==> config.mk <==
export PLATFORM = sky130hd
export DESIGN_NAME = sfw_dev_flat
export DESIGN_NICKNAME = d
export VERILOG_FILES = /design/src/include/sfw_pkg.sv /design/src/include/sfw_if.sv /design/src/sfw_sync.sv /design/src/sfw_dev.sv /design/src/flat_wrapper.sv
export VERILOG_INCLUDE_DIRS = /design/src /design/src/include
export SDC_FILE = /design/constraint.sdc
export NUM_CORES = 1
export LEC_CHECK = 0
export ABC_AREA = 1
export ABC_CLOCK_PERIOD_IN_PS = 2400
export BUFFER_PORTS_ARGS = -buffer_cell sky130_fd_sc_hd__buf_4
export CAP_MARGIN = 20
export CORE_MARGIN = 2
export CORE_UTILIZATION = 45
export CTS_CLUSTER_SIZE = 28
export DETAILED_ROUTE_END_ITERATION = 8
export GPL_TIMING_DRIVEN = 0
export PLACE_DENSITY = 0.76
export SLEW_MARGIN = 5
export SYNTH_ARGS = -nofsm -noshare
export SYNTH_HDL_FRONTEND = slang
export SYNTH_HIERARCHICAL = 1
export SYNTH_SLANG_ARGS = --single-unit
==> constraint.sdc <==
create_clock -name I_CLK -period 2.4 [get_ports I_CLK]
set_clock_uncertainty 0.1 [all_clocks]
set_input_delay 0.24 -clock I_CLK [delete_from_list [all_inputs] [get_ports I_CLK]]
set_output_delay 0.24 -clock I_CLK [all_outputs]
set_load 0.05 [all_outputs]
==> src/include/sfw_map.svh <==
// Constants for the serial flash wrap, enhance and erase sequencer
`ifndef SFW_MAP_SVH
`define SFW_MAP_SVH
`define SFW_OP_WRITE_ENABLE_CMD 8'h06
`define SFW_OP_BURST 8'hC0
`define SFW_OP_SECT 8'h20
`define SFW_OP_HALF 8'h52
`define SFW_OP_BLK 8'hD8
`define SFW_OP_QREAD 8'hEB
`define SFW_OP_FREAD 8'h0B
`define SFW_OP_WREAD 8'hE7
`define SFW_MODE_EXIT 8'hFF
`define SFW_WRAP_OFF 8'h10
`define SFW_ERASE_CYC 16'h0100
`define SFW_DIV_HALF 8'h0A
`define SFW_APB_CTRL 12'h000
`define SFW_APB_ADDR 12'h004
`define SFW_APB_STAT 12'h008
`define SFW_APB_DATA 12'h00C
`define SFW_CTRL_GO 0
`define SFW_CTRL_QUAD 1
`define SFW_CTRL_NBYTE 4
`endif

==> src/include/sfw_pkg.sv <==
// Types for the serial flash sequencer
package sfw_pkg;
  typedef enum logic [2:0] {
    SFW_IDLE = 3'b000, SFW_CMD = 3'b001, SFW_ADDR = 3'b011, SFW_MODE = 3'b010,
    SFW_DATA = 3'b110, SFW_SKIP = 3'b111
  } sfw_phase_t;
  typedef enum logic [1:0] {
    SFW_H_IDLE = 2'b00, SFW_H_RUN = 2'b01, SFW_H_LOW = 2'b11, SFW_H_DONE = 2'b10
  } sfw_hstate_t;
endpackage

==> src/include/sfw_if.sv <==
// Serial flash link between host controller and flash device
`timescale 1ns/1ps
interface sfw_if;
  logic cs_n;
  logic sclk;
  logic [3:0] io_host;
  logic [3:0] io_host_oe;
  logic [3:0] io_dev;
  logic [3:0] io_dev_oe;
  modport host (output cs_n, output sclk, output io_host, output io_host_oe, input io_dev, input io_dev_oe);
  modport dev (input cs_n, input sclk, input io_host, input io_host_oe, output io_dev, output io_dev_oe);
endinterface

==> src/sfw_sync.sv <==
// Two-flop synchroniser for link inputs
`timescale 1ns/1ps
module sfw_sync #(
  parameter int W = 1
) (
  input wire logic I_CLK,
  input wire logic I_RST_N,
  input wire logic [W-1:0] i_d,
  output logic [W-1:0] o_q
);
  // A zero-width bus cannot be synchronised
  if (W < 1) begin
    $error("W must be at least 1");
  end
  logic [W-1:0] meta; // First stage, read only by o_q
  // Both stages in one clocked process
  always_ff @(posedge I_CLK or negedge I_RST_N) begin
    if (!I_RST_N) begin
      meta <= '0;
      o_q <= '0;
    end else begin
      meta <= i_d;
      o_q <= meta;
    end
  end
endmodule

==> src/sfw_dev.sv <==
// Flash device end: wrap config, enhance mode and erase sequencing
// Functional notes
// - Wrapping off after reset
// - Wrap inside aligned window of size
// - Host sends opcode, wrap code, deselects
// - Codes 00h-03h select 8-64, 1xh off
// - Wrap persists; resend replaces depth
// - Code 1xh turns wrapping off
// - Wrap applies to listed quad reads
// - Burst opcode 8 or 2 clocks
// - Toggling mode byte enters enhance mode
// - Enhance only for listed reads
// - Enhance: next frame starts with address
// - Non-toggling or FFh mode exits enhance
// - Host resets with plain single-wire commands
// - Host sends write enable before erase
// - Sector erase needs exact 32-bit frame
// - Sector is address bits top..A12
// - Erase starts at deselect; busy flag
// - Protected sector not erased
// - Half block erase aligned 32K
// - Block erase aligned 64K, protect honoured
// - Erase opcodes 8 or 2 clocks
// - Host keeps enhance with complementary nibbles
//
// Decided for this implementation: the address map and register access over APB.
`timescale 1ns/1ps
`include "sfw_map.svh"
module sfw_dev import sfw_pkg::*; #(
  parameter int AW = 21,
  parameter logic [15:0] ERASE_CYC = `SFW_ERASE_CYC
) (
  input wire logic I_CLK,
  input wire logic I_RST_N,
  sfw_if.dev link,
  input wire logic I_QUAD_CMD_MODE,
  input wire logic [3:0] I_PROTECT,
  output logic O_WRITE_ENABLE_LATCH,
  output logic O_WRITE_IN_PROGRESS,
  output logic O_WRAP_ON,
  output logic [6:0] O_WRAP_LEN,
  output logic O_ENHANCE,
  output logic O_ERASE_PULSE,
  output logic [AW-1:0] O_ERASE_BASE,
  output logic [AW-1:0] O_ERASE_SPAN,
  output logic [AW-1:0] O_READ_START,
  output logic [AW-1:0] O_READ_NEXT
);
  // Address width outside what the protect and span logic can serve
  if (AW < 16 || AW > 24) begin
    $error("AW out of range");
  end
  // Protected region: top fraction selected by protect bits
  function automatic logic is_prot(input logic [3:0] bp, input logic [AW-1:0] a);
    logic [4:0] sh;
    sh = 5'(AW) - 5'(bp);
    is_prot = (bp != 4'h0) && ((a >> sh) != '0 || 5'(bp) >= 5'(AW));
  endfunction
  // Window wrap of the running read address
  function automatic logic [AW-1:0] wrap_inc(input logic [AW-1:0] a, input logic [6:0] len, input logic on);
    logic [AW-1:0] m;
    m = AW'(len) - 1'b1;
    wrap_inc = on ? ((a & ~m) | ((a + 1'b1) & m)) : a + 1'b1;
  endfunction
  typedef struct packed {
    logic [2:0] cs_d; // Deselect edge history
    logic sclk_d; // Previous synced clock
    sfw_phase_t ph;
    logic [5:0] bits; // Bits taken in current phase
    logic [7:0] op;
    logic [23:0] addr;
    logic [7:0] mode;
    logic write_enable_latch;
    logic write_in_progress;
    logic [15:0] cnt;
    logic wrap_on;
    logic [6:0] wrap_len;
    logic enh;
    logic [7:0] enh_op;
    logic erase;
    logic [AW-1:0] ebase;
    logic [AW-1:0] espan;
    logic [AW-1:0] rptr;
    logic [AW-1:0] rstart;
  } sfw_dstate_t;
  sfw_dstate_t r, next_r;
  logic [5:0] s_in; // cs, sclk, io[3:0] after sync
  sfw_sync #(.W(6)) u_sync (
    .I_CLK(I_CLK),
    .I_RST_N(I_RST_N),
    .i_d({link.cs_n, link.sclk, link.io_host}),
    .o_q(s_in)
  );
  logic cs_n_s, rise, cs_rise, quad;
  logic [3:0] io_s;
  logic [2:0] step;
  logic [AW-1:0] ea;
  assign cs_n_s = s_in[5];
  assign io_s = s_in[3:0];
  assign rise = s_in[4] & ~r.sclk_d & ~cs_n_s;
  assign cs_rise = cs_n_s & ~r.cs_d[0];
  assign quad = I_QUAD_CMD_MODE;
  assign step = quad ? 3'd4 : 3'd1;
  assign ea = r.addr[AW-1:0];
  // Next-state logic for the command decoder and erase timer
  always_comb begin
    next_r = r;
    next_r.cs_d = {r.cs_d[1:0], cs_n_s};
    next_r.sclk_d = s_in[4];
    next_r.erase = 1'b0;
    if (r.write_in_progress) begin
      // Erase timer; busy ends with latch clear
      if (r.cnt == 16'h0001) begin
        next_r.write_in_progress = 1'b0;
        next_r.write_enable_latch = 1'b0;
      end
      next_r.cnt = r.cnt - 16'h0001;
    end
    if (cs_rise) begin
      // Frame end: decide on the full command
      // A finished opcode other than burst leaves the decoder in address phase with no bits taken
      if (r.ph == SFW_ADDR && r.bits == 6'd0 && r.op == `SFW_OP_WRITE_ENABLE_CMD && !r.write_in_progress) next_r.write_enable_latch = 1'b1;
      if (r.ph == SFW_DATA && r.op == `SFW_OP_BURST && r.bits == 6'd8) begin
        if (r.mode[7:4] == 4'h1) next_r.wrap_on = 1'b0;
        else if (r.mode[7:2] == 6'h00) begin
          next_r.wrap_on = 1'b1;
          next_r.wrap_len = 7'd8 << r.mode[1:0];
        end
      end
      // Erase only on exact address end, latch set, idle
      if (r.ph == SFW_ADDR && r.bits == 6'd24 && r.write_enable_latch && !r.write_in_progress &&
          (r.op == `SFW_OP_SECT || r.op == `SFW_OP_HALF || r.op == `SFW_OP_BLK)) begin
        if (r.op == `SFW_OP_SECT) next_r.espan = AW'(32'h1000);
        else if (r.op == `SFW_OP_HALF) next_r.espan = AW'(32'h8000);
        else next_r.espan = AW'(32'h10000);
        next_r.ebase = ea & ~(next_r.espan - 1'b1);
        next_r.write_in_progress = 1'b1;
        next_r.cnt = ERASE_CYC;
        next_r.erase = !is_prot(I_PROTECT, ea);
        if (is_prot(I_PROTECT, ea)) begin
          next_r.write_in_progress = 1'b0;
          next_r.write_enable_latch = 1'b0;
        end
      end
      next_r.ph = SFW_IDLE;
    end else if (cs_n_s) begin
      next_r.ph = SFW_IDLE;
    end else if (r.ph == SFW_IDLE) begin
      // Frame start: enhance skips the opcode
      next_r.ph = r.enh ? SFW_ADDR : SFW_CMD;
      next_r.op = r.enh ? r.enh_op : 8'h00;
      next_r.bits = 6'd0;
    end else if (rise) begin
      case (r.ph)
        SFW_CMD: begin
          // Single wire samples line 0 only
          next_r.op = quad ? {r.op[3:0], io_s} : {r.op[6:0], io_s[0]};
          next_r.bits = r.bits + 6'(step);
          if (r.bits + 6'(step) == 6'd8) begin
            next_r.ph = SFW_ADDR;
            if (next_r.op == `SFW_OP_BURST) next_r.ph = SFW_DATA;
            next_r.bits = 6'd0;
          end
        end
        SFW_ADDR: begin
          // Quad reads shift four lines, erase per frame width
          if (quad || r.op == `SFW_OP_QREAD || r.op == `SFW_OP_WREAD) begin
            next_r.addr = {r.addr[19:0], io_s};
            next_r.bits = r.bits + 6'd4;
          end else begin
            next_r.addr = {r.addr[22:0], io_s[0]};
            next_r.bits = r.bits + 6'd1;
          end
          if (next_r.bits == 6'd24 && (r.op == `SFW_OP_QREAD || r.op == `SFW_OP_WREAD ||
              (quad && r.op == `SFW_OP_FREAD))) begin
            next_r.ph = SFW_MODE;
            next_r.bits = 6'd0;
          end
        end
        SFW_MODE: begin
          next_r.mode = {r.mode[3:0], io_s};
          next_r.bits = r.bits + 6'd4;
          if (r.bits == 6'd4) begin
            // Enter on toggle, leave on non-toggle or FFh
            next_r.enh = (next_r.mode[7:4] == ~next_r.mode[3:0]) && next_r.mode != `SFW_MODE_EXIT;
            next_r.enh_op = r.op;
            next_r.rstart = ea;
            next_r.rptr = ea;
            next_r.ph = SFW_DATA;
            next_r.bits = 6'd0;
          end
        end
        SFW_DATA: begin
          if (r.op == `SFW_OP_BURST) begin
            // Wrap code byte after burst opcode
            if (r.bits < 6'd8) begin
              next_r.mode = quad ? {r.mode[3:0], io_s} : {r.mode[6:0], io_s[0]};
              next_r.bits = r.bits + 6'(step);
            end else next_r.bits = 6'd9;
          end else begin
            // Count read nibbles; advance inside window
            next_r.bits = r.bits + 6'd4;
            if (r.bits[2:0] == 3'd4) next_r.rptr = wrap_inc(r.rptr, r.wrap_len, r.wrap_on);
          end
        end
        default: next_r.ph = SFW_SKIP;
      endcase
    end
  end
  // State register; wrap disabled at reset
  always_ff @(posedge I_CLK or negedge I_RST_N) begin
    if (!I_RST_N) begin
      r <= '0;
      r.cs_d <= 3'b111;
      r.wrap_len <= 7'd8;
    end else begin
      r <= next_r;
    end
  end
  assign link.io_dev = 4'h0; // Read data path lies outside this block
  assign link.io_dev_oe = 4'h0;
  assign O_WRITE_ENABLE_LATCH = r.write_enable_latch;
  assign O_WRITE_IN_PROGRESS = r.write_in_progress;
  assign O_WRAP_ON = r.wrap_on;
  assign O_WRAP_LEN = r.wrap_len;
  assign O_ENHANCE = r.enh;
  assign O_ERASE_PULSE = r.erase;
  assign O_ERASE_BASE = r.ebase;
  assign O_ERASE_SPAN = r.espan;
  assign O_READ_START = r.rstart;
  assign O_READ_NEXT = r.rptr;
endmodule

==> src/flat_wrapper.sv <==
// flat-port wrapper written by rule: the top's interface ports become plain ports
module sfw_dev_flat import sfw_pkg::*;
#(
  parameter int AW = 21,
  parameter logic [15:0] ERASE_CYC = `SFW_ERASE_CYC
)
  (I_CLK, I_RST_N, I_QUAD_CMD_MODE, I_PROTECT, O_WRITE_ENABLE_LATCH, O_WRITE_IN_PROGRESS, O_WRAP_ON, O_WRAP_LEN, O_ENHANCE, O_ERASE_PULSE, O_ERASE_BASE, O_ERASE_SPAN, O_READ_START, O_READ_NEXT, link_cs_n, link_sclk, link_io_host, link_io_host_oe, link_io_dev, link_io_dev_oe);
  sfw_if link_i ();
  input wire logic I_CLK;
  input wire logic I_RST_N;
  input wire logic I_QUAD_CMD_MODE;
  input wire logic [3:0] I_PROTECT;
  output logic O_WRITE_ENABLE_LATCH;
  output logic O_WRITE_IN_PROGRESS;
  output logic O_WRAP_ON;
  output logic [6:0] O_WRAP_LEN;
  output logic O_ENHANCE;
  output logic O_ERASE_PULSE;
  output logic [AW-1:0] O_ERASE_BASE;
  output logic [AW-1:0] O_ERASE_SPAN;
  output logic [AW-1:0] O_READ_START;
  output logic [AW-1:0] O_READ_NEXT;
  input wire logic [$bits(link_i.cs_n)-1:0] link_cs_n;
  input wire logic [$bits(link_i.sclk)-1:0] link_sclk;
  input wire logic [$bits(link_i.io_host)-1:0] link_io_host;
  input wire logic [$bits(link_i.io_host_oe)-1:0] link_io_host_oe;
  output wire logic [$bits(link_i.io_dev)-1:0] link_io_dev;
  output wire logic [$bits(link_i.io_dev_oe)-1:0] link_io_dev_oe;
  assign link_i.cs_n = link_cs_n;
  assign link_i.sclk = link_sclk;
  assign link_i.io_host = link_io_host;
  assign link_i.io_host_oe = link_io_host_oe;
  assign link_io_dev = link_i.io_dev;
  assign link_io_dev_oe = link_i.io_dev_oe;
  sfw_dev #(.AW(AW), .ERASE_CYC(ERASE_CYC)) u_core (.I_CLK(I_CLK), .I_RST_N(I_RST_N), .link(link_i), .I_QUAD_CMD_MODE(I_QUAD_CMD_MODE), .I_PROTECT(I_PROTECT), .O_WRITE_ENABLE_LATCH(O_WRITE_ENABLE_LATCH), .O_WRITE_IN_PROGRESS(O_WRITE_IN_PROGRESS), .O_WRAP_ON(O_WRAP_ON), .O_WRAP_LEN(O_WRAP_LEN), .O_ENHANCE(O_ENHANCE), .O_ERASE_PULSE(O_ERASE_PULSE), .O_ERASE_BASE(O_ERASE_BASE), .O_ERASE_SPAN(O_ERASE_SPAN), .O_READ_START(O_READ_START), .O_READ_NEXT(O_READ_NEXT));
endmodule
==> results.cfg <==
[timing]
fin_hold_ws_ns = 0.212
clock.fmax_ghz = 0.440
finalMaxSlewViolations = 0
setup_viol = 0
setup_tns_ns = 0
fin_crit_ns = 2.27
fin_ws_ns = 0.127
fin_crit_sh_pct = 94.7
hold_viol = 0
max_slew_margin_pct = 55.6
tightest_slew_ns = 0.666

[detailed_routing]
drc = 0
wl_per_cell_um = 14.5
ant_nets = 0
drt_iter0_markers = 778
vias = 8266
first_pass_iters = 5
drt-total-wl_um = 23400
viasPerCell = 5.13

[synth]
syn_area_um2 = 9050
async_flop_share_pct = 100
synth-seq-cells = 147
seq_area_frac_synth_pct = 40.7
syn_avg_cell_area_um2 = 7.66
ys.warnings.count = 6
ys_types = 55
synth_ff_type = dfrtp_1
netlist_instances = 1182
synth_edf_count = 0

[run]
maxCapViolations = 0

[layout]
diodes = 0
drive_gt1_share_pct = 21.9
fillCellCount = 1846
finalCoreUtilization_pct = 55.9
nNetsFinal = 1364
area_delta_synth_final_pct = 20.9

[critical_path]
reg2reg_slack_ns = 0.13
critPathLaunchType = flip-flop
worstReg2RegStart = u_core/r[164]
end_kind = flip-flop
worstPathRequired_ns = 2.61
cp.arrival_ns = 2.48
r2r_end = u_core/r[127]
ff2ff_path_depth = 9
crit_path_end = u_core/r[127]
worstSetupPathType = flip-flop to flip-flop
cp_max_fo = 10
cp-startpoint = u_core/r[164]

[clock_network]
numCtsBuffers = 17
cts_max_level = 4
cts_tree = done
cts_sinks = 147
worstSkewPairLatency_ns = 0.42
root_buffer = clkbuf_16
clk_pin_slew_worst_paths_ns = 0.06
clockBufferDepth = 2

[floorplan]
core_um2 = 19600
die_h_um = 146
ios = 121
start_util_pct = 46.2
die_area_um2 = 21300
die_x_um = 146
rows = 51

[global_route]
grt_max_degree = 79
antenna_found_initial = 0
grt_pass1_vias = 7859
grt_pass1_wl_um = 38200
track_usage_pct = 21.9
globalRoute.totalOverflow = 0

[power_and_ir_drop]
total_power_uw = 6630
power_density_nw_per_um2 = 606
p_leak_uw = 0.00540
max-vdd-ir-drop_uv = 474

[placement]
gp_congestion = 0.902
io_buffers = 75
hpwl_um = 17200
pre_cts_ws_ns = -0.0115

[outcome]
status = finished clean

[min_path]
hold_path_class = primary input to flip-flop
## cell usage after synthesis, types with 6 or more instances
library cell,instances,area (um2)
a21oi_1,72,360
a22oi_1,6,45.0
nor4_1,6,37.5
nor3_1,19,95.1
o21ai_0,133,666
nand4_1,9,56.3
inv_2,11,41.3
nand3_1,53,265
ha_1,14,175
nor2_1,98,368
xor2_1,14,123
dfrtp_1,145,3630
o22ai_1,14,87.6
clkbuf_1,15,56.3
nor2_4,6,67.6
nand2_1,242,908
xnor2_1,11,96.3
buf_4,99,743
o21ai_1,7,35.0
nand2_2,7,43.8
a211oi_1,10,75.1
buf_2,10,50.1
inv_1,117,439
## power breakdown
| group | internal, uW | leakage (uW) | switching [uW] |
|---|---|---|---|
| clock network | 1740 | 0.000289 | 1020 |
| registers | 2600 | 0.00182 | 139 |
| logic | 334 | 0.00329 | 790 |
## layout by cell type (no fill, tap or decap), types with 14 or more instances in the layout
cell type,count
conb_1,41
o22ai_1,14
nand2_1,241
nand3_1,52
inv_1,117
nor3_1,19
buf_4,182
o21ai_0,132
nor2_1,95
clkbuf_1,14
dfrtp_1,141
a21oi_1,71
clkbuf_16,17
## final cells by class
cell class,count,area (um2),area share [%]
multi-input combinational,814,4170,38.1
buffer,131,920,8.40
tap,265,332,3.03
inverter,130,490,4.48
clock inverter,8,125,1.14
sequential,147,3690,33.7
clock buffer,24,492,4.49
timing repair buffer,92,732,6.69
## cells by family (layout without fill, tap and decap cells)
| group | count (synthesis) | in the layout | share of synthesized area (%) |
|---|---|---|---|
| compound gates | 268 | 268 | 16.4 |
| flops | 147 | 147 | 40.7 |
| other cells | 1 | 41 | 0.0414 |
| mux | 5 | 5 | 0.553 |
| fa+ha+maj | 14 | 14 | 1.93 |
| buf+inv | 261 | 385 | 15.5 |
| xor+xnor | 25 | 25 | 2.42 |
| simple gates | 461 | 461 | 22.5 |
## metrics by stage
step                      instance area (um2)  std cells
after detailed placement                10100       1563
after floorplan                          9210       1222
after global placement                  10100       1562
final                                   10900       1611
after CTS                               10800       1602
after global routing                    10900       1611
## layer usage
metal | global-route usage [%] | vias up | wire, um
met5 | 0 | - | 0
met4 | 8.43 | 0 | 566
met3 | 4.45 | 47 | 1370
met2 | 36.1 | 286 | 11500
met1 | 28.5 | 3887 | 10000
li1 | - | 4046 | -
## what timing repair did
action                                  4_1_cts  5_1_grt
buffers inserted                              0        9
pin swaps                                     0        5
resized for setup                             1       23
endpoints found under the setup margin        1       56
hold buffers                                  7        0
hold endpoints to repair                     74        0
## worst min path at each step
stage / from / slack, ns / cells past startpoint / endpoint
after floorplan: I_RST_N / -0.16 / 0 / u_core/O_ENHANCE
after CTS: I_PROTECT[2] / 0.20 / 6 / u_core/O_WRITE_ENABLE_LATCH
after global routing: I_PROTECT[2] / 0.24 / 6 / u_core/O_WRITE_ENABLE_LATCH
after detailed placement: I_RST_N / 0.21 / 1 / u_core/O_WRAP_LEN[5]
after global placement: u_core/u_sync/meta[5] / 0.23 / 0 / u_core/u_sync/o_q[5]
final: I_PROTECT[2] / 0.21 / 6 / u_core/O_WRITE_ENABLE_LATCH
## critical path: stages (launching register included)
cell and delay, ns:
dfrtp_1 0.43, inv_1 0.15, nand2_1 0.15, nor2_1 0.15, inv_1 0.10, o21ai_0 0.21
nand3_1 0.31, buf_2 0.30, a211oi_1 0.19, a21oi_1 0.06
(Power assumes the default switching activity.)
